File: src/verilog/vsoc_pkg.sv
// package: constants and carriers for the setpoint and overvoltage control
package vsoc_pkg;
  // register offsets (word index equals byte address / 4)
  localparam logic [7:0] REG_CTRL = 8'h00;
  localparam logic [7:0] REG_SETPOINT = 8'h04;
  localparam logic [7:0] REG_OV_CFG = 8'h08;
  localparam logic [7:0] REG_COEF = 8'h0C;
  localparam logic [7:0] REG_NLR = 8'h10;
  localparam logic [7:0] REG_STATUS = 8'h14;
  localparam logic [7:0] REG_IRQ_STAT = 8'h18;
  localparam logic [7:0] REG_IRQ_MASK = 8'h1C;
  localparam logic [7:0] REG_NV_ADDR = 8'h20;
  // field positions
  localparam int CTRL_EN_BIT = 0;
  localparam int CTRL_TUNE_BIT = 1;
  localparam int CTRL_SAVE_BIT = 2;
  localparam int OVCFG_MODE_LSB = 0;
  localparam int OVCFG_RETRY_LSB = 4;
  localparam int OVCFG_PCT_LSB = 8;
  // interrupt bits
  localparam int IRQ_OV = 0;
  localparam int IRQ_REJECT = 1;
  localparam int IRQ_INIT = 2;
  localparam int IRQ_RETRY_OUT = 3;
  // setpoint in millivolts, 16 bits
  localparam logic [15:0] MV_STRAP_SHORT = 16'h0258; // 600
  localparam logic [15:0] MV_STRAP_OPEN = 16'h04B0; // 1200
  localparam logic [15:0] MV_STRAP_HIGH = 16'h09C4; // 2500
  localparam logic [15:0] MV_MIN = 16'h00C8; // 200, lower limit when enabled
  // reset values and strap limits
  localparam logic [7:0] OV_PCT_RST = 8'h0F; // 15 percent
  localparam logic [3:0] OV_RETRY_RST = 4'h3;
  localparam logic [31:0] NLR_RST = 32'h0000_0000;
  localparam logic [31:0] COEF_SAFE = 32'h0000_0000;
  localparam int MAX_PCT = 110;
  localparam int STRAP_LEVELS = 28;
  // restart delay
  localparam int RESTART_US = 100;
  localparam int CLK_MHZ = 25;
  localparam int RESTART_CYC = RESTART_US * CLK_MHZ;

  typedef enum logic [1:0] {
    OV_SHUTDOWN_RETRY,
    OV_CROWBAR,
    OV_HICCUP_DEFAULT
  } vsoc_ov_mode_e;

  typedef struct packed {
    logic [7:0] addr;
    logic [31:0] wdata;
    logic wr;
    logic rd;
  } vsoc_bus_s;

  typedef struct packed {
    logic hs_en;
    logic ls_force;
  } vsoc_drive_s;
endpackage : vsoc_pkg

File: src/verilog/vsoc_top.sv
// setpoint decode, setpoint limiting and overvoltage response logic
// What this block does
// - tuning off: load user coefficients, run with them
// - strap resistor code maps to 28 voltages
// - strap sampled only during start-up
// - short/open/high straps select 0.6/1.2/2.5 V
// - bus command replaces strap setpoint within limits
// - bus and user setpoints capped at 110 percent of resistor strap, at strap value for short/open/high
// - enabled: ceiling from bin at enable time
// - disabled: only strap-derived maximum applies
// - overvoltage detected at 15 percent above setpoint
// - shutdown mode retries restart limited times
// - crowbar mode holds low side until restart
// - default: shut down, restart once fault clears
// - external sync forces default shut-down-and-restart response
// - threshold and response reprogrammable over bus
// - transient loop settings writable, preset defaults
// - init order strap, factory, user; each overwrites, user setpoint only if within strap maximum
module vsoc_top (
  input wire logic i_clk, // 25 MHz clock
  input wire logic i_nrst, // async reset, active low
  input wire logic i_ce, // clock enable
  input wire logic [7:0] i_addr, // register address
  input wire logic [31:0] i_wdata, // write data
  input wire logic i_wr, // write strobe
  input wire logic i_rd, // read strobe
  input wire logic [1:0] i_strap_state, // 0 res,1 short,2 open,3 high
  input wire logic [4:0] i_strap_code, // resistor level 0..27
  input wire logic [15:0] i_vout_mv, // measured output, mV
  input wire logic i_ext_sync, // switching on external sync
  input wire logic [31:0] i_nv_data, // nonvolatile read data
  input wire logic i_nv_factory_ok, // factory image holds a setpoint
  input wire logic i_nv_user_ok, // user image holds a setpoint
  output logic [31:0] o_rdata, // read data, cycle after strobe
  output logic o_irq, // interrupt level
  output logic o_hs_en, // high-side switch drive allowed
  output logic o_ls_force, // low-side switch held on
  output logic [15:0] o_setpoint_mv, // regulated setpoint
  output logic [31:0] o_coef, // working compensator coefficients
  output logic [31:0] o_nlr, // transient loop settings
  output logic [1:0] o_nv_sel, // 1 factory, 2 user image read
  output logic o_nv_save // pulse: save working values
);
  // ----------------------------------------
  // reset release and pin synchronisers
  // ----------------------------------------
  logic [1:0] rst_sync_r;
  logic rst_n;
  always_ff @(posedge i_clk or negedge i_nrst) begin
    if (!i_nrst) rst_sync_r <= 2'h0;
    else rst_sync_r <= {rst_sync_r[0], 1'b1};
  end
  assign rst_n = rst_sync_r[1];

  // no reset: the pins fill the stages while reset is held, so the strap
  // stage right after release sees the real pin state, not zeros
  logic [23:0] pin_s1_r, pin_s2_r;
  always_ff @(posedge i_clk) begin
    if (i_ce) begin
      pin_s1_r <= {i_ext_sync, i_strap_state, i_strap_code, i_vout_mv};
      pin_s2_r <= pin_s1_r;
    end
  end
  logic ext_sync;
  logic [1:0] strap_state;
  logic [4:0] strap_code;
  logic [15:0] vout_mv;
  assign {ext_sync, strap_state, strap_code, vout_mv} = pin_s2_r;

  // ----------------------------------------
  // strap decode
  // ----------------------------------------
  function automatic logic [15:0] strap_mv(input logic [4:0] c);
    logic [15:0] v;
    v = 16'h0258;
    if (c <= 5'h0D) v = 16'(16'h0258 + 16'(c) * 16'h0032); // 0.60..1.25
    else if (c == 5'h0E) v = 16'h0514; // 1.30
    else if (c <= 5'h18) v = 16'(16'h0578 + 16'(c - 5'h0F) * 16'h0064);
    else if (c == 5'h19) v = 16'h09C4; // 2.50
    else if (c == 5'h1A) v = 16'h0BB8; // 3.00
    else v = 16'h0CE4; // 3.30
    return v;
  endfunction : strap_mv

  function automatic logic [15:0] bin_ceil(input logic [15:0] mv);
    logic [15:0] v;
    if (mv < 16'h03DC) v = 16'h04B0; // below 0.988 -> 1.2
    else if (mv < 16'h0567) v = 16'h06A4; // -> 1.7
    else if (mv < 16'h07B7) v = 16'h09C4; // -> 2.5
    else if (mv < 16'h095E) v = 16'h0B9A; // -> 2.97
    else if (mv < 16'h0B93) v = 16'h0E60; // -> 3.68
    else v = 16'h1229; // -> 4.65
    return v;
  endfunction : bin_ceil

  // ----------------------------------------
  // initialisation sequence
  // ----------------------------------------
  typedef enum logic [2:0] {
    INIT_STRAP, INIT_FACTORY, INIT_USER, INIT_DONE
  } vsoc_init_e;
  vsoc_init_e init_r;
  logic [15:0] nominal_r, vmax_r;
  logic [15:0] setpoint_r;
  logic [31:0] coef_r, nlr_r;
  logic tune_r, en_r, en_d_r;
  logic [15:0] enable_ceil_r;
  logic bus_wr_sp, bus_reject;
  logic init_done_ev;

  always_ff @(posedge i_clk or negedge rst_n) begin
    if (!rst_n) init_r <= INIT_STRAP;
    else if (i_ce) begin
      case (init_r)
        INIT_STRAP: init_r <= INIT_FACTORY;
        INIT_FACTORY: init_r <= INIT_USER;
        INIT_USER: init_r <= INIT_DONE;
        INIT_DONE: init_r <= INIT_DONE;
        default: init_r <= INIT_STRAP;
      endcase
    end
  end
  assign init_done_ev = i_ce && (init_r == INIT_USER);

  // strap sampled once; later resistor changes are ignored
  always_ff @(posedge i_clk or negedge rst_n) begin
    if (!rst_n) begin
      nominal_r <= vsoc_pkg::MV_STRAP_OPEN;
      vmax_r <= vsoc_pkg::MV_STRAP_OPEN;
    end else if (i_ce && init_r == INIT_STRAP) begin
      case (strap_state)
        2'h1: begin
          nominal_r <= vsoc_pkg::MV_STRAP_SHORT;
          vmax_r <= vsoc_pkg::MV_STRAP_SHORT;
        end
        2'h2: begin
          nominal_r <= vsoc_pkg::MV_STRAP_OPEN;
          vmax_r <= vsoc_pkg::MV_STRAP_OPEN;
        end
        2'h3: begin
          nominal_r <= vsoc_pkg::MV_STRAP_HIGH;
          vmax_r <= vsoc_pkg::MV_STRAP_HIGH;
        end
        default: begin
          nominal_r <= strap_mv(strap_code);
          vmax_r <= 16'((32'(strap_mv(strap_code)) * vsoc_pkg::MAX_PCT)
                        / 100);
        end
      endcase
    end
  end

  // ----------------------------------------
  // register writes
  // ----------------------------------------
  logic [15:0] sp_req;
  logic [15:0] sp_lim;
  logic [1:0] ov_mode_r;
  logic [3:0] ov_retry_r;
  logic [7:0] ov_pct_r;
  logic [3:0] irq_stat_r, irq_mask_r;
  logic save_pulse_r;
  logic wr_hit;
  assign wr_hit = i_ce && i_wr;
  assign sp_req = i_wdata[15:0];
  assign sp_lim = en_r ? ((enable_ceil_r < vmax_r) ? enable_ceil_r : vmax_r)
                       : vmax_r;
  assign bus_wr_sp = wr_hit && i_addr == vsoc_pkg::REG_SETPOINT;
  assign bus_reject = bus_wr_sp && (sp_req > sp_lim ||
                      (en_r && sp_req < vsoc_pkg::MV_MIN));

  always_ff @(posedge i_clk or negedge rst_n) begin
    if (!rst_n) setpoint_r <= vsoc_pkg::MV_STRAP_OPEN;
    else if (i_ce) begin
      if (init_r == INIT_FACTORY) begin
        if (i_nv_factory_ok) setpoint_r <= i_nv_data[15:0];
        else setpoint_r <= nominal_r;
      end else if (init_r == INIT_USER && i_nv_user_ok) begin
        if (i_nv_data[15:0] <= vmax_r) setpoint_r <= i_nv_data[15:0];
      end else if (bus_wr_sp && !bus_reject) begin
        setpoint_r <= sp_req;
      end
    end
  end

  // bin of the setpoint fixed at the enable edge
  always_ff @(posedge i_clk or negedge rst_n) begin
    if (!rst_n) enable_ceil_r <= 16'h0000;
    else if (i_ce && wr_hit && i_addr == vsoc_pkg::REG_CTRL &&
             init_r == INIT_DONE && !en_r &&
             i_wdata[vsoc_pkg::CTRL_EN_BIT])
      enable_ceil_r <= bin_ceil(setpoint_r);
  end

  always_ff @(posedge i_clk or negedge rst_n) begin
    if (!rst_n) begin
      en_r <= 1'b0;
      tune_r <= 1'b0;
      en_d_r <= 1'b0;
      save_pulse_r <= 1'b0;
    end else if (i_ce) begin
      en_d_r <= en_r;
      save_pulse_r <= wr_hit && i_addr == vsoc_pkg::REG_CTRL &&
                      i_wdata[vsoc_pkg::CTRL_SAVE_BIT];
      if (wr_hit && i_addr == vsoc_pkg::REG_CTRL && init_r == INIT_DONE) begin
        en_r <= i_wdata[vsoc_pkg::CTRL_EN_BIT];
        tune_r <= i_wdata[vsoc_pkg::CTRL_TUNE_BIT];
      end
    end
  end

  // coefficients: safe start, then user image if present; tune_r is still clear at init
  always_ff @(posedge i_clk or negedge rst_n) begin
    if (!rst_n) coef_r <= vsoc_pkg::COEF_SAFE;
    else if (i_ce) begin
      if (init_r == INIT_FACTORY) coef_r <= vsoc_pkg::COEF_SAFE;
      else if (init_r == INIT_USER && !tune_r && i_nv_user_ok)
        coef_r <= i_nv_data;
      else if (wr_hit && i_addr == vsoc_pkg::REG_COEF)
        coef_r <= i_wdata;
    end
  end

  always_ff @(posedge i_clk or negedge rst_n) begin
    if (!rst_n) nlr_r <= vsoc_pkg::NLR_RST;
    else if (i_ce && wr_hit && i_addr == vsoc_pkg::REG_NLR)
      nlr_r <= i_wdata;
  end

  always_ff @(posedge i_clk or negedge rst_n) begin
    if (!rst_n) begin
      ov_mode_r <= 2'(vsoc_pkg::OV_HICCUP_DEFAULT);
      ov_retry_r <= vsoc_pkg::OV_RETRY_RST;
      ov_pct_r <= vsoc_pkg::OV_PCT_RST;
    end else if (i_ce && wr_hit && i_addr == vsoc_pkg::REG_OV_CFG) begin
      ov_mode_r <= i_wdata[vsoc_pkg::OVCFG_MODE_LSB +: 2];
      ov_retry_r <= i_wdata[vsoc_pkg::OVCFG_RETRY_LSB +: 4];
      ov_pct_r <= i_wdata[vsoc_pkg::OVCFG_PCT_LSB +: 8];
    end
  end

  // ----------------------------------------
  // overvoltage response
  // ----------------------------------------
  typedef enum logic [1:0] {OV_RUN, OV_OFF, OV_WAIT} vsoc_ovst_e;
  vsoc_ovst_e ov_st_r;
  logic [15:0] ov_limit;
  logic ov_now;
  logic [15:0] wait_cnt_r;
  logic [3:0] tries_r;
  logic ov_ev, give_up_ev;
  logic [1:0] eff_mode;
  logic hs_r, ls_r;
  assign ov_limit = 16'(setpoint_r + 16'((32'(setpoint_r) * ov_pct_r) / 100));
  assign ov_now = vout_mv > ov_limit;
  assign eff_mode = ext_sync ? 2'(vsoc_pkg::OV_HICCUP_DEFAULT)
                             : ov_mode_r;
  assign ov_ev = i_ce && ov_st_r == OV_RUN && en_r && ov_now;
  assign give_up_ev = i_ce && ov_st_r == OV_WAIT && !ov_now &&
                      wait_cnt_r == 16'h0 &&
                      eff_mode == 2'(vsoc_pkg::OV_SHUTDOWN_RETRY) &&
                      tries_r == 4'h0;

  always_ff @(posedge i_clk or negedge rst_n) begin
    if (!rst_n) begin
      ov_st_r <= OV_RUN;
      wait_cnt_r <= 16'h0;
      tries_r <= 4'h0;
      hs_r <= 1'b0;
      ls_r <= 1'b0;
    end else if (i_ce) begin
      case (ov_st_r)
        OV_RUN: begin
          hs_r <= en_r && init_r == INIT_DONE;
          ls_r <= 1'b0;
          if (!en_r) tries_r <= ov_retry_r;
          if (ov_ev) begin
            hs_r <= 1'b0;
            ls_r <= eff_mode == 2'(vsoc_pkg::OV_CROWBAR);
            wait_cnt_r <= 16'(vsoc_pkg::RESTART_CYC);
            ov_st_r <= OV_WAIT;
          end
        end
        OV_WAIT: begin
          if (wait_cnt_r != 16'h0) wait_cnt_r <= 16'(wait_cnt_r - 16'h1);
          else if (!ov_now) begin
            ls_r <= 1'b0;
            if (eff_mode == 2'(vsoc_pkg::OV_SHUTDOWN_RETRY)) begin
              if (tries_r == 4'h0) ov_st_r <= OV_OFF;
              else begin
                tries_r <= 4'(tries_r - 4'h1);
                ov_st_r <= OV_RUN;
              end
            end else ov_st_r <= OV_RUN;
          end
        end
        OV_OFF: begin
          hs_r <= 1'b0;
          ls_r <= 1'b0;
          if (!en_r) ov_st_r <= OV_RUN;
        end
        default: ov_st_r <= OV_RUN;
      endcase
    end
  end

  // ----------------------------------------
  // interrupts and read data
  // ----------------------------------------
  logic [3:0] irq_set, irq_clr;
  assign irq_set = {give_up_ev, init_done_ev, bus_reject, ov_ev};
  assign irq_clr = (wr_hit && i_addr == vsoc_pkg::REG_IRQ_STAT) ?
                   i_wdata[3:0] : 4'h0;
  always_ff @(posedge i_clk or negedge rst_n) begin
    if (!rst_n) begin
      irq_stat_r <= 4'h0;
      irq_mask_r <= 4'h0;
    end else if (i_ce) begin
      irq_stat_r <= (irq_stat_r & ~irq_clr) | irq_set; // set wins
      if (wr_hit && i_addr == vsoc_pkg::REG_IRQ_MASK)
        irq_mask_r <= i_wdata[3:0];
    end
  end

  always_ff @(posedge i_clk or negedge rst_n) begin
    if (!rst_n) o_rdata <= 32'h0;
    else if (i_ce) begin
      o_rdata <= 32'h0;
      if (i_rd) begin
        case (i_addr)
          vsoc_pkg::REG_CTRL: o_rdata <= {30'h0, tune_r, en_r};
          vsoc_pkg::REG_SETPOINT: o_rdata <= {vmax_r, setpoint_r};
          vsoc_pkg::REG_OV_CFG:
            o_rdata <= {16'h0, ov_pct_r, ov_retry_r, 2'h0, ov_mode_r};
          vsoc_pkg::REG_COEF: o_rdata <= coef_r;
          vsoc_pkg::REG_NLR: o_rdata <= nlr_r;
          vsoc_pkg::REG_STATUS:
            o_rdata <= {nominal_r, 8'h0, tries_r, ov_now, ext_sync,
                        ov_st_r};
          vsoc_pkg::REG_IRQ_STAT: o_rdata <= {28'h0, irq_stat_r};
          vsoc_pkg::REG_IRQ_MASK: o_rdata <= {28'h0, irq_mask_r};
          default: o_rdata <= 32'h0;
        endcase
      end
    end
  end

  always_ff @(posedge i_clk or negedge rst_n) begin
    if (!rst_n) begin
      o_irq <= 1'b0;
      o_hs_en <= 1'b0;
      o_ls_force <= 1'b0;
      o_setpoint_mv <= vsoc_pkg::MV_STRAP_OPEN;
      o_coef <= vsoc_pkg::COEF_SAFE;
      o_nlr <= vsoc_pkg::NLR_RST;
      o_nv_sel <= 2'h0;
      o_nv_save <= 1'b0;
    end else if (i_ce) begin
      o_irq <= |(irq_stat_r & irq_mask_r);
      o_hs_en <= hs_r;
      o_ls_force <= ls_r;
      o_setpoint_mv <= setpoint_r;
      o_coef <= coef_r;
      o_nlr <= nlr_r;
      o_nv_sel <= init_r == INIT_STRAP ? 2'h1 :
                  init_r == INIT_FACTORY ? 2'h2 : 2'h0;
      o_nv_save <= save_pulse_r;
    end
  end

  // ----------------------------------------
  // assertions
  // ----------------------------------------
  a_reject_keeps_sp:
    assert property (@(posedge i_clk) disable iff (!rst_n)
      (bus_reject && init_r == INIT_DONE) |=> $stable(setpoint_r))
    else $error("rejected setpoint changed the value");
  a_accept_sp:
    assert property (@(posedge i_clk) disable iff (!rst_n)
      (bus_wr_sp && !bus_reject && init_r == INIT_DONE)
      |=> setpoint_r == $past(sp_req))
    else $error("accepted setpoint not applied");
  a_max_limit:
    assert property (@(posedge i_clk) disable iff (!rst_n)
      init_r == INIT_DONE && $past(init_r) == INIT_DONE
      |-> setpoint_r <= vmax_r)
    else $error("setpoint above strap maximum");
  a_enabled_ceil:
    assert property (@(posedge i_clk) disable iff (!rst_n)
      (bus_wr_sp && en_r && en_d_r && sp_req > enable_ceil_r) |-> bus_reject)
    else $error("enabled ceiling not enforced");
  a_disabled_lim:
    assert property (@(posedge i_clk) disable iff (!rst_n)
      (bus_wr_sp && !en_r && sp_req <= vmax_r) |-> !bus_reject)
    else $error("disabled write wrongly rejected");
  a_ov_shut:
    assert property (@(posedge i_clk) disable iff (!rst_n)
      ov_ev |=> !hs_r ##1 !o_hs_en)
    else $error("overvoltage did not stop high side");
  a_crowbar:
    assert property (@(posedge i_clk) disable iff (!rst_n)
      (ov_ev && eff_mode == 2'(vsoc_pkg::OV_CROWBAR)) |=> ls_r)
    else $error("crowbar not applied");
  a_sync_no_crowbar:
    assert property (@(posedge i_clk) disable iff (!rst_n)
      (ov_ev && ext_sync) |=> !ls_r)
    else $error("crowbar used under external sync");
  a_strap_frozen:
    assert property (@(posedge i_clk) disable iff (!rst_n)
      init_r == INIT_DONE |=> $stable(nominal_r))
    else $error("strap value changed after start-up");
  c_reject: cover property (@(posedge i_clk) bus_reject);
  c_ov: cover property (@(posedge i_clk) ov_ev);
  c_give_up: cover property (@(posedge i_clk) give_up_ev);
endmodule : vsoc_top

File: config.mk
export PLATFORM = sky130hd
export DESIGN_NAME = vsoc_top
export DESIGN_NICKNAME = d
export VERILOG_FILES = /design/src/verilog/vsoc_pkg.sv /design/src/verilog/vsoc_top.sv
export SDC_FILE = /design/constraint.sdc
export NUM_CORES = 1
export LEC_CHECK = 0
export BUFFER_PORTS_ARGS = -buffer_cell sky130_fd_sc_hd__buf_2
export CORE_MARGIN = 2
export CORE_UTILIZATION = 45
export CTS_CLUSTER_SIZE = 12
export DETAILED_ROUTE_END_ITERATION = 8
export GPL_TIMING_DRIVEN = 0
export PLACE_DENSITY = 0.61
export SLEW_MARGIN = 10
export SYNTH_ARGS = -nofsm -noshare
export SYNTH_HDL_FRONTEND = slang
export SYNTH_SLANG_ARGS = --single-unit
export TNS_END_PERCENT = 30
File: constraint.sdc
create_clock -name i_clk -period 11.5 [get_ports i_clk]
set_clock_uncertainty 0.1 [all_clocks]
set_input_delay 1.15 -clock i_clk [delete_from_list [all_inputs] [get_ports i_clk]]
set_output_delay 1.15 -clock i_clk [all_outputs]
set_load 0.1 [all_outputs]
### Word-level counts from Yosys, hierarchy flattened

Cells that the tools add are included.

| storage, ports and cells | value |
|---|---|
| bits in registers | 348 |
| bits of input ports | 103 |
| output and inout bits | 118 |
| word-level logic and storage cells | 202 |

| cells by class | value |
|---|---|
| $add $sub $neg | 6 |
| multipliers | 4 |
| divide/modulo/power cells | 2 |
| magnitude comparators | 12 |
| equality and inequality tests | 28 |
| mux-type cells | 53 |
| bitwise logic cells | 4 |
| reduce and logical (&&, ||, !) cells | 61 |

Operator list:

| cell | count |
|---|---|
| 32-bit one-hot mux with 8 select lines | 1 |
| 16-bit two-way mux | 14 |
| 32-bit two-way mux | 4 |
| 16-bit one-hot mux with 3 select lines | 2 |
| 13-bit two-way mux | 5 |
| 23-bit by 7-bit divider with 32-bit output (second input constant) | 1 |
| 24-bit by 7-bit divider with 32-bit output (second input constant) | 1 |
| 8-bit by 5-bit == test with 1-bit output (second input constant) | 4 |
| 16-bit greater-than comparator | 2 |
| 1-bit logical AND | 32 |
| 16-bit by 11-bit < comparator with 1-bit output (second input constant) | 2 |
| 16-bit by 12-bit < comparator with 1-bit output (second input constant) | 2 |
| 16-bit one-hot mux with 2 select lines | 1 |
| 16-bit by 8-bit multiplier with 24-bit output | 1 |
| 4-bit two-way mux | 6 |
| 16-bit by 6-bit multiplier with 22-bit output (second input constant) | 1 |
| 11-bit two-way mux | 2 |
| 11-bit by 16-bit adder with 16-bit output (first input constant) | 1 |
| 16-bit adder | 1 |
| 8-bit by 4-bit == test with 1-bit output (second input constant) | 2 |
| 16-bit <= comparator | 1 |
| 16-bit zero test | 1 |
| 16-bit by 10-bit < comparator with 1-bit output (second input constant) | 1 |
| 16-bit < comparator | 1 |
| 45 further kinds | 81 |

### Logic depth before layout (Yosys ltp)

Gate-level depths: netlist of the first run.

| depth | value |
|---|---|
| depth in word-level cells | 11 |
| depth in mapped cells | 104 |
| gate-level depth less buffers | 98 |

### Least setup slack after synthesis of the first run

No wires, ideal clock.

| path | value |
|---|---|
| kind | reg2reg |
| start point | reg ov_pct_r[2] |
| end point | reg wait_cnt_r[10] |
| setup time | 0.130 ns |
| arrival time | 21.931 ns |
| required time | 11.270 ns |
| setup slack | -10.661 ns |
| stages on the path, launching flop included | 102 |
| path buffers | 6 |
| period minus slack after synthesis | 22.161 ns |
| cell sequence | dfstp_2 clkbuf_1 and2_1 ha_1 inv_1 fa_1 inv_1 ha_1 inv_1 fa_1 inv_1 fa_1 a21o_1 a21oi_1 o21bai_1 a21oi_1 o21bai_1 a21oi_1 [66 not listed] o21bai_1 a21oi_1 xnor2_1 xnor2_1 ha_1 nand4_1 nor3_1 a22oi_1 and4_1 nor2b_1 a211o_1 inv_1 nand2_1 nor3_1 nand2_1 nor4_1 xnor2_1 nor2_1 |

| on the way | value |
|---|---|
| word-level cells in the longest chain between the ends | 7 |

Ends and longest elaborated chain:

| what | line | text |
|---|---|---|
| from (decl) | vsoc_top.sv:160 | `logic [7:0] ov_pct_r;` |
| from (signal assigned) | vsoc_top.sv:234 | `ov_pct_r <= vsoc_pkg::OV_PCT_RST;` |
| from (signal assigned) | vsoc_top.sv:238 | `ov_pct_r <= i_wdata[vsoc_pkg::OVCFG_PCT_LSB +: 8];` |
| 16-bit by 8-bit multiplier with 24-bit output | vsoc_top.sv:254 | `assign ov_limit = 16'(setpoint_r + 16'((32'(setpoint_r) * ov_pct_r) / 100));` |
| 24-bit by 7-bit divider with 32-bit output | vsoc_top.sv:254 |  |
| 16-bit adder | vsoc_top.sv:254 |  |
| 16-bit greater-than comparator | vsoc_top.sv:255 | `assign ov_now = vout_mv > ov_limit;` |
| 1-bit logical AND | vsoc_top.sv:258 | `assign ov_ev = i_ce && ov_st_r == OV_RUN && en_r && ov_now;` |
| 2-bit inequality test (no source line) | - |  |
| 4-bit AND reduction (no source line) | - |  |
| to (signal assigned) | vsoc_top.sv:280 | `wait_cnt_r <= 16'(vsoc_pkg::RESTART_CYC);` |
| to (signal assigned) | vsoc_top.sv:285 | `if (wait_cnt_r != 16'h0) wait_cnt_r <= 16'(wait_cnt_r - 16'h1);` |
| to (decl) | vsoc_top.sv:249 | `logic [15:0] wait_cnt_r;` |

No other way between the ends.
A chain may end at the register's enable or synchronous reset.

### Final worst setup path of the first run

| path | value |
|---|---|
| start point | reg pin_s2_r[17] |
| end point | reg vmax_r[0] |

| on the way | value |
|---|---|
| word-level cells in the longest chain between the ends | 11 |
| elaborated cells between the ends (all ways) | 20 |
| classes of those cells | 3 x add/sub; 3 x mul; 1 x div; 2 x order compare; 3 x eq/ne; 8 x mux |

Ends and longest elaborated chain:

| what | line | text |
|---|---|---|
| from (decl) | vsoc_top.sv:57 | `logic [23:0] pin_s1_r, pin_s2_r;` |
| from (signal assigned) | vsoc_top.sv:61 | `pin_s2_r <= pin_s1_r;` |
| 5-bit by 4-bit subtractor with 6-bit output / 5-bit == test (equally long branches) | vsoc_top.sv:78, vsoc_top.sv:80 |  |
| 16-bit by 5-bit multiplier with 14-bit output / 11-bit two-way mux (equally long branches) | vsoc_top.sv:78, vsoc_top.sv:80 |  |
| 11-bit by 16-bit adder with 16-bit output / 11-bit two-way mux (equally long branches) | vsoc_top.sv:78, vsoc_top.sv:79 |  |
| 16-bit two-way mux | vsoc_top.sv:78 | `else if (c <= 5'h18) v = 16'(16'h0578 + 16'(c - 5'h0F) * 16'h0064);` |
| 16-bit two-way mux | vsoc_top.sv:77 | `else if (c == 5'h0E) v = 16'h0514;` |
| 16-bit two-way mux (*) | vsoc_top.sv:76 | `if (c <= 5'h0D) v = 16'(16'h0258 + 16'(c) * 16'h0032);` |
| 16-bit two-way mux (*) | vsoc_top.sv:131 | `case (strap_state)` |
| 16-bit two-way mux (*) | vsoc_top.sv:130 | `end else if (i_ce && init_r == INIT_STRAP) begin` |
| 16-bit by 6-bit multiplier with 22-bit output (*) | vsoc_top.sv:146 | `vmax_r <= 16'((32'(strap_mv(strap_code)) * vsoc_pkg::MAX_PCT)` |
| 23-bit by 7-bit divider with 32-bit output (*) | vsoc_top.sv:147 | `/ 100);` |
| 16-bit one-hot mux with 3 select lines (*) | vsoc_top.sv:131 |  |
| to (signal assigned) | vsoc_top.sv:129 | `vmax_r <= vsoc_pkg::MV_STRAP_OPEN;` |
| to (signal assigned) | vsoc_top.sv:134 | `vmax_r <= vsoc_pkg::MV_STRAP_SHORT;` |
| to (signal assigned) | vsoc_top.sv:146 |  |
| to (decl) | vsoc_top.sv:103 | `logic [15:0] nominal_r, vmax_r;` |

Every way passes the cells marked *; elsewhere a longest branch is shown, timed or not. The select of a mux whose other input is x is not followed.

==> results.json, run 1 <==
{
  "status": "complete, but fails checks",
  "violations": "setup timing",
  "critical_path_class": "flop to flop",
  "numCtsBuffers": 38,
  "ys_seq_elements": 342,
  "overflow": 0,
  "crit_arrival_ps": 21100,
  "synth_fp_nets": 4578,
  "drv_cap": 0,
  "async_flop_share_pct": 85.96,
  "grt_max_degree": 61,
  "synth_top_cell_by_area": "dfrtp_1",
  "cts_max_path_buffers": 3,
  "place_congestion": 0.9640,
  "ios": 221,
  "synth_adder_area_share_pct": 15.07,
  "hold_viol_final": 0,
  "antenna_found_initial": 4,
  "yosys.area_share.simple_pct": 18.70,
  "chipWidth_um": 284.9,
  "vias_per_cell": 6.013,
  "r2r_cells": 88,
  "port_buffers": 218,
  "crit_family": "compound AO/OA/AOI/OAI gates",
  "whs_ps": 174.9,
  "start_util_pct": 45.18,
  "slowest_stage": "or4b_4",
  "setup.worst_path.end": "vmax_r[0]$_DFFE_PN0P_",
  "final_layout_size_suffix_gt1_share_pct": 32.71,
  "wl_per_cell_um": 20.84,
  "crit_path_start": "pin_s2_r[17]$_DFFE_PP_",
  "crit_path_max_incr_delay_ps": 570,
  "report.final.slew_viol_count": 0,
  "synth_common_cells": "363 x nand2_1, 302 x inv_1, 271 x dfrtp_1",
  "insertion_delay_ps": 580,
  "yosys_warnings": 0,
  "synth-compound-area-share_pct": 23.57,
  "setup_viol": 39,
  "synth.distinct_cells": 137,
  "yosysSeqAreaShare_pct": 24.85,
  "r2r-start": "pin_s2_r[17]$_DFFE_PP_",
  "clk_pin_slew_ps": 60,
  "synth_xor_area_share_pct": 5.957,
  "area_growth_pct": 31.94,
  "synth.area.mux_share_pct": 6.595,
  "post-route-util_pct": 59.61,
  "fmax_ghz": 0.04813,
  "coreArea_sq_mm": 0.07861,
  "reg2reg_to": "vmax_r[0]$_DFFE_PN0P_",
  "ctsRootBufferMaster": "clkbuf_16",
  "firstDrtPassIters": 6,
  "relSlewSlack_pct": 26.18,
  "std_cell_rows": 103,
  "grt_pass1_vias": 34060,
  "final_nets": 5217,
  "ys.flop_type": "dfrtp_1",
  "end_kind": "flop",
  "syn_area_sq_mm": 0.03552,
  "dp.final_hpwl_mm": 89.98,
  "regToRegSetupSlack_ps": -9280,
  "hold_path.class": "flop to async pin",
  "ant_nets": 0,
  "rsz0062_at_grt": "yes",
  "drtIter0Drc": 2866,
  "synth_area_leaders": "dfrtp_1 19%, ha_1 7.7%, fa_1 7.3%",
  "cp.required_ps": 11830,
  "synth_edf_count": 48,
  "cp.depth": 88,
  "avgSynthCellArea_sq_um": 8.606,
  "synth_top_family_by_area": "compound AO/OA/AOI/OAI gates",
  "setup_slack_ps": -9277,
  "synth_top_area_share_pct": 19.09,
  "cts_sinks": 342,
  "synth_most_common_cell": "nand2_1",
  "period_minus_slack_ps": 20780,
  "tightest_slew_ps": 1099,
  "critPathBufInv": 18,
  "synth_cells": 4127,
  "grtUsageTotal_pct": 29.05,
  "h-tree-depth": 2,
  "crit_path_start_kind": "flop",
  "finalCritPeriodShare_pct": 180.7,
  "dr_total_vias": 35130,
  "routed_wirelength_mm": 121.8,
  "crit_top_cell": "buf_4",
  "grt_pass1_wl_mm": 191.2,
  "die_h_um": 284.9,
  "drc": 0,
  "cp_max_fo": 10,
  "cts_hold_buf": 0,
  "die_area_sq_mm": 0.08119,
  "tritoncts": "built"
}
==> how the worst min path moves through the flow <==
stage                     slack (ps)                    start  cells after the start                          to
after global placement           230  rst_sync_r[0]$_DFF_PN0_                      0     rst_sync_r[1]$_DFF_PN0_
final                            170  rst_sync_r[1]$_DFF_PN0_                      0   wait_cnt_r[9]$_DFFE_PN0P_
after floorplan                  230  rst_sync_r[0]$_DFF_PN0_                      0     rst_sync_r[1]$_DFF_PN0_
after detailed placement         200  rst_sync_r[1]$_DFF_PN0_                      0   wait_cnt_r[9]$_DFFE_PN0P_
after CTS                        200  rst_sync_r[1]$_DFF_PN0_                      0   wait_cnt_r[2]$_DFFE_PN0P_
after global routing             220  rst_sync_r[1]$_DFF_PN0_                      0  wait_cnt_r[10]$_DFFE_PN0P_
==> kinds of logic (layout without fill, tap and decap cells) <==
logic type | count (synthesis) | in the layout
flops | 342 | 342
fa+ha+maj | 351 | 351
other cells | 1 | 4
xor+xnor | 239 | 241
compound gates | 1182 | 1183
mux | 215 | 215
simple gates | 1318 | 1318
buf+inv | 479 | 1139
==> state kept, by name, indices dropped and copies added, names as in the netlist, 2 cells and up <==
signal,count
ov_mode_r,2
o_coef,32
pin_s1_r,24
ov_st_r,2
nominal_r,15
nlr_r,32
o_nv_sel,2
vmax_r,16
pin_s2_r,24
o_nlr,32
irq_mask_r,4
ov_pct_r,8
irq_stat_r,4
rst_sync_r,2
init_r,2
enable_ceil_r,12
ov_retry_r,4
o_rdata,32
coef_r,32
tries_r,4
wait_cnt_r,16
o_setpoint_mv,16
setpoint_r,16
==> layer usage <==
| layer | global-route usage (%) | part of all wire, % | vias to the layer above |
|---|---|---|---|
| li1 | - | - | 16400 |
| met1 | 38.39 | 42 | 17330 |
| met2 | 50.07 | 49 | 1167 |
| met3 | 2.416 | 5.0 | 238 |
| met4 | 9.921 | 3.8 | 0 |
| met5 | 0 | 0 | - |
==> repair_timing <==
item,CTS,global route
endpoints found under the setup margin,41,40
cloned,3,2
setup buffers,290,100
pin swaps,279,150
resized for setup,486,216
==> cells in the final DEF, fill, tap and decap left out, types with 29 or more instances in the layout <==
| master | netlist | routed |
|---|---|---|
| o21ai_1 | 21 | 29 |
| mux2i_1 | 66 | 44 |
| clkbuf_1 | 146 | 100 |
| clkbuf_16 | 0 | 40 |
| nand2b_1 | 33 | 32 |
| o21ai_0 | 192 | 162 |
| nor2_1 | 270 | 239 |
| nand3_1 | 101 | 86 |
| xnor2_1 | 174 | 127 |
| buf_6 | 4 | 35 |
| xnor2_2 | 2 | 31 |
| o22ai_1 | 68 | 61 |
| nor2b_1 | 42 | 33 |
| and2_1 | 117 | 104 |
| a21o_1 | 65 | 59 |
| nand2_1 | 363 | 345 |
| nor3_1 | 111 | 76 |
| and3_1 | 63 | 59 |
| xor2_1 | 62 | 47 |
| buf_2 | 12 | 222 |
| inv_1 | 302 | 280 |
| edfxtp_1 | 48 | 48 |
| dfrtp_1 | 271 | 258 |
| ha_1 | 219 | 193 |
| o211ai_1 | 46 | 46 |
| or3_1 | 41 | 32 |
| a21oi_2 | 2 | 56 |
| buf_4 | 5 | 361 |
| o31ai_1 | 41 | 30 |
| nand4_1 | 38 | 38 |
| a21oi_1 | 248 | 174 |
| mux2_2 | 147 | 141 |
| fa_1 | 129 | 120 |
==> final cells by class <==
type / count / area [sq um]
Timing Repair Buffer: 611 / 4343
Antenna cell: 3 / 7.507
Tap cell: 1050 / 1314
Buffer: 161 / 1011
Fill cell: 6900 / 31760
Clock buffer: 53 / 1059
Multi-Input combinational cell: 3309 / 28990
Sequential cell: 342 / 8850
Clock inverter: 11 / 132.6
Inverter: 303 / 1150
==> metrics by stage <==
step	instance area, sq um	setup slack [ps]	std cells	setup TNS (ps)
2_1_floorplan	36720	-8280	4127	-252200
3_3_place_gp	39120	-12500	5395	-649830
3_5_place_dp	39300	-12590	5401	-390470
4_1_cts	45140	-9054	5745	-283490
5_1_grt	46860	-10180	5843	-319730
6_report	46860	-9277	5843	-289490
Power of run 1 is not shown: default switching activity piles up to over one toggle a cycle in this logic, so the estimate is an artifact.
==> run 2: changes to the inputs <==
SETUP_SLACK_MARGIN = 0.15   (was default)
==> results.json, run 2 (synthesized netlist as in run 1, its figures left out) <==
{
  "antenna_found_initial": 4,
  "final_nets": 5242,
  "r2r_cells": 90,
  "crit_top_cell": "buf_6",
  "violations": "setup timing",
  "slowest_stage": "or4b_4",
  "hold_path.class": "flop to async pin",
  "cp.required_ps": 11830,
  "dp.final_hpwl_mm": 89.98,
  "cts_sinks": 342,
  "place_area_sq_mm": 0.03930,
  "report.final.slew_viol_count": 0,
  "period_minus_slack_ps": 21130,
  "crit_path_max_incr_delay_ps": 540,
  "std_cell_rows": 103,
  "crit_path_start_kind": "flop",
  "routed_wirelength_mm": 122.6,
  "critical_path_class": "flop to flop",
  "drc": 0,
  "final_layout_size_suffix_gt1_share_pct": 32.86,
  "drtIter0Drc": 2892,
  "grt_pass1_wl_mm": 189.5,
  "wl_per_cell_um": 20.89,
  "ant_nets": 0,
  "tightest_slew_ps": 1161,
  "dr_total_vias": 35290,
  "die_area_sq_mm": 0.08119,
  "regToRegSetupSlack_ps": -9630,
  "numCtsBuffers": 38,
  "tritoncts": "built",
  "crit_arrival_ps": 21460,
  "drv_cap": 0,
  "setup.worst_path.end": "vmax_r[0]$_DFFE_PN0P_",
  "setup_viol": 39,
  "start_util_pct": 45.18,
  "firstDrtPassIters": 8,
  "ios": 221,
  "ctsRootBufferMaster": "clkbuf_16",
  "cts_max_path_buffers": 3,
  "fmax_ghz": 0.04732,
  "crit_path_start": "pin_s2_r[18]$_DFFE_PP_",
  "fillers": 6832,
  "end_kind": "flop",
  "r2r-start": "pin_s2_r[18]$_DFFE_PP_",
  "h-tree-depth": 2,
  "final_cell_mix": "348 x buf_4, 344 x nand2_1, 277 x inv_1",
  "clk_pin_slew_ps": 60,
  "postLayoutCellArea_sq_mm": 0.04727,
  "die_h_um": 284.9,
  "rsz0062_at_grt": "yes",
  "vias_per_cell": 6.013,
  "insertion_delay_ps": 580,
  "relSlewSlack_pct": 22.06,
  "grt_pass1_vias": 33810,
  "coreArea_sq_mm": 0.07861,
  "port_buffers": 218,
  "place_congestion": 0.9640,
  "cp_max_fo": 8,
  "finalSetupTns_ps": -293250,
  "setup_slack_ps": -9634,
  "grt_max_degree": 61,
  "grtUsageTotal_pct": 28.79,
  "finalCritPeriodShare_pct": 183.8,
  "mostFrequentLayoutCell": "buf_4",
  "overflow": 0,
  "area_growth_pct": 33.10,
  "status": "complete, but fails checks",
  "dp_slack_ps": -12590,
  "chipWidth_um": 284.9,
  "reg2reg_to": "vmax_r[0]$_DFFE_PN0P_",
  "hold_viol_final": 0
}
==> run 2: cell types whose count changed in the layout (fill, tap and decap cells not counted), sizes merged <==
cell | before | now
clkbuf | 176 | 187
buf | 649 | 663
==> run 2: layout make-up <==
| class | count | area (sq um) | area share, % |
|---|---|---|---|
| Sequential cell | 342 | 8850 | 18.72 |
| Buffer | 175 | 1190 | 2.517 |
| Timing Repair Buffer | 622 | 4537 | 9.598 |
| Multi-Input combinational cell | 3309 | 29030 | 61.42 |
| Antenna cell | 3 | 7.507 | 0.01588 |
| Tap cell | 1050 | 1314 | 2.779 |
| Clock buffer | 53 | 1059 | 2.239 |
| Clock inverter | 11 | 132.6 | 0.2806 |
| Inverter | 303 | 1150 | 2.432 |
==> run 2: worst max-delay path: cells and delay by family (launching register included) <==
family	cells	cell delay (ps)
compound gates	35	8490
simple gates	22	5170
fa+ha+maj	8	2970
buf+inv	20	2580
mux	2	720
flops	1	500
xor+xnor	3	450
==> run 2: metrics by stage <==
step	instances	hold WS (ps)	util, %
global placement	5395	233.1	49.76
floorplan	4127	231.2	-
CTS	5705	199.1	56.61
finish	5868	173.5	60.13
global route	5868	223.7	60.13
detailed placement	5401	196.1	49.99
==> run 2: repair_timing <==
| action | 4_1_cts | 5_1_grt |
|---|---|---|
| hold buffers | 0 | 0 |
| endpoints found under the setup margin | 41 | 41 |
| setup buffers | 238 | 157 |
| resized for setup | 423 | 324 |
| gates cloned | 2 | 4 |
| pin swaps | 221 | 197 |
==> run 2: layer usage <==
layer | GRT usage [%] | wire, um | vias to the layer above
met4 | 9.359 | 4784 | 0
met2 | 49.77 | 60050 | 1215
li1 | - | - | 16430
met3 | 2.480 | 6400 | 281
met1 | 38.07 | 51370 | 17360
met5 | 0 | 0 | -
==> run 2: how the worst min path moves through the flow <==
stage	from	to	slack [ps]	depth (start not counted)
floorplan	rst_sync_r[0]$_DFF_PN0_	rst_sync_r[1]$_DFF_PN0_	230	0
global placement	rst_sync_r[0]$_DFF_PN0_	rst_sync_r[1]$_DFF_PN0_	230	0
detailed placement	rst_sync_r[1]$_DFF_PN0_	wait_cnt_r[9]$_DFFE_PN0P_	200	0
CTS	rst_sync_r[1]$_DFF_PN0_	wait_cnt_r[2]$_DFFE_PN0P_	200	0
global route	rst_sync_r[1]$_DFF_PN0_	wait_cnt_r[10]$_DFFE_PN0P_	220	0
finish	rst_sync_r[1]$_DFF_PN0_	wait_cnt_r[9]$_DFFE_PN0P_	170	0
Power of run 2 is left out for the same reason.
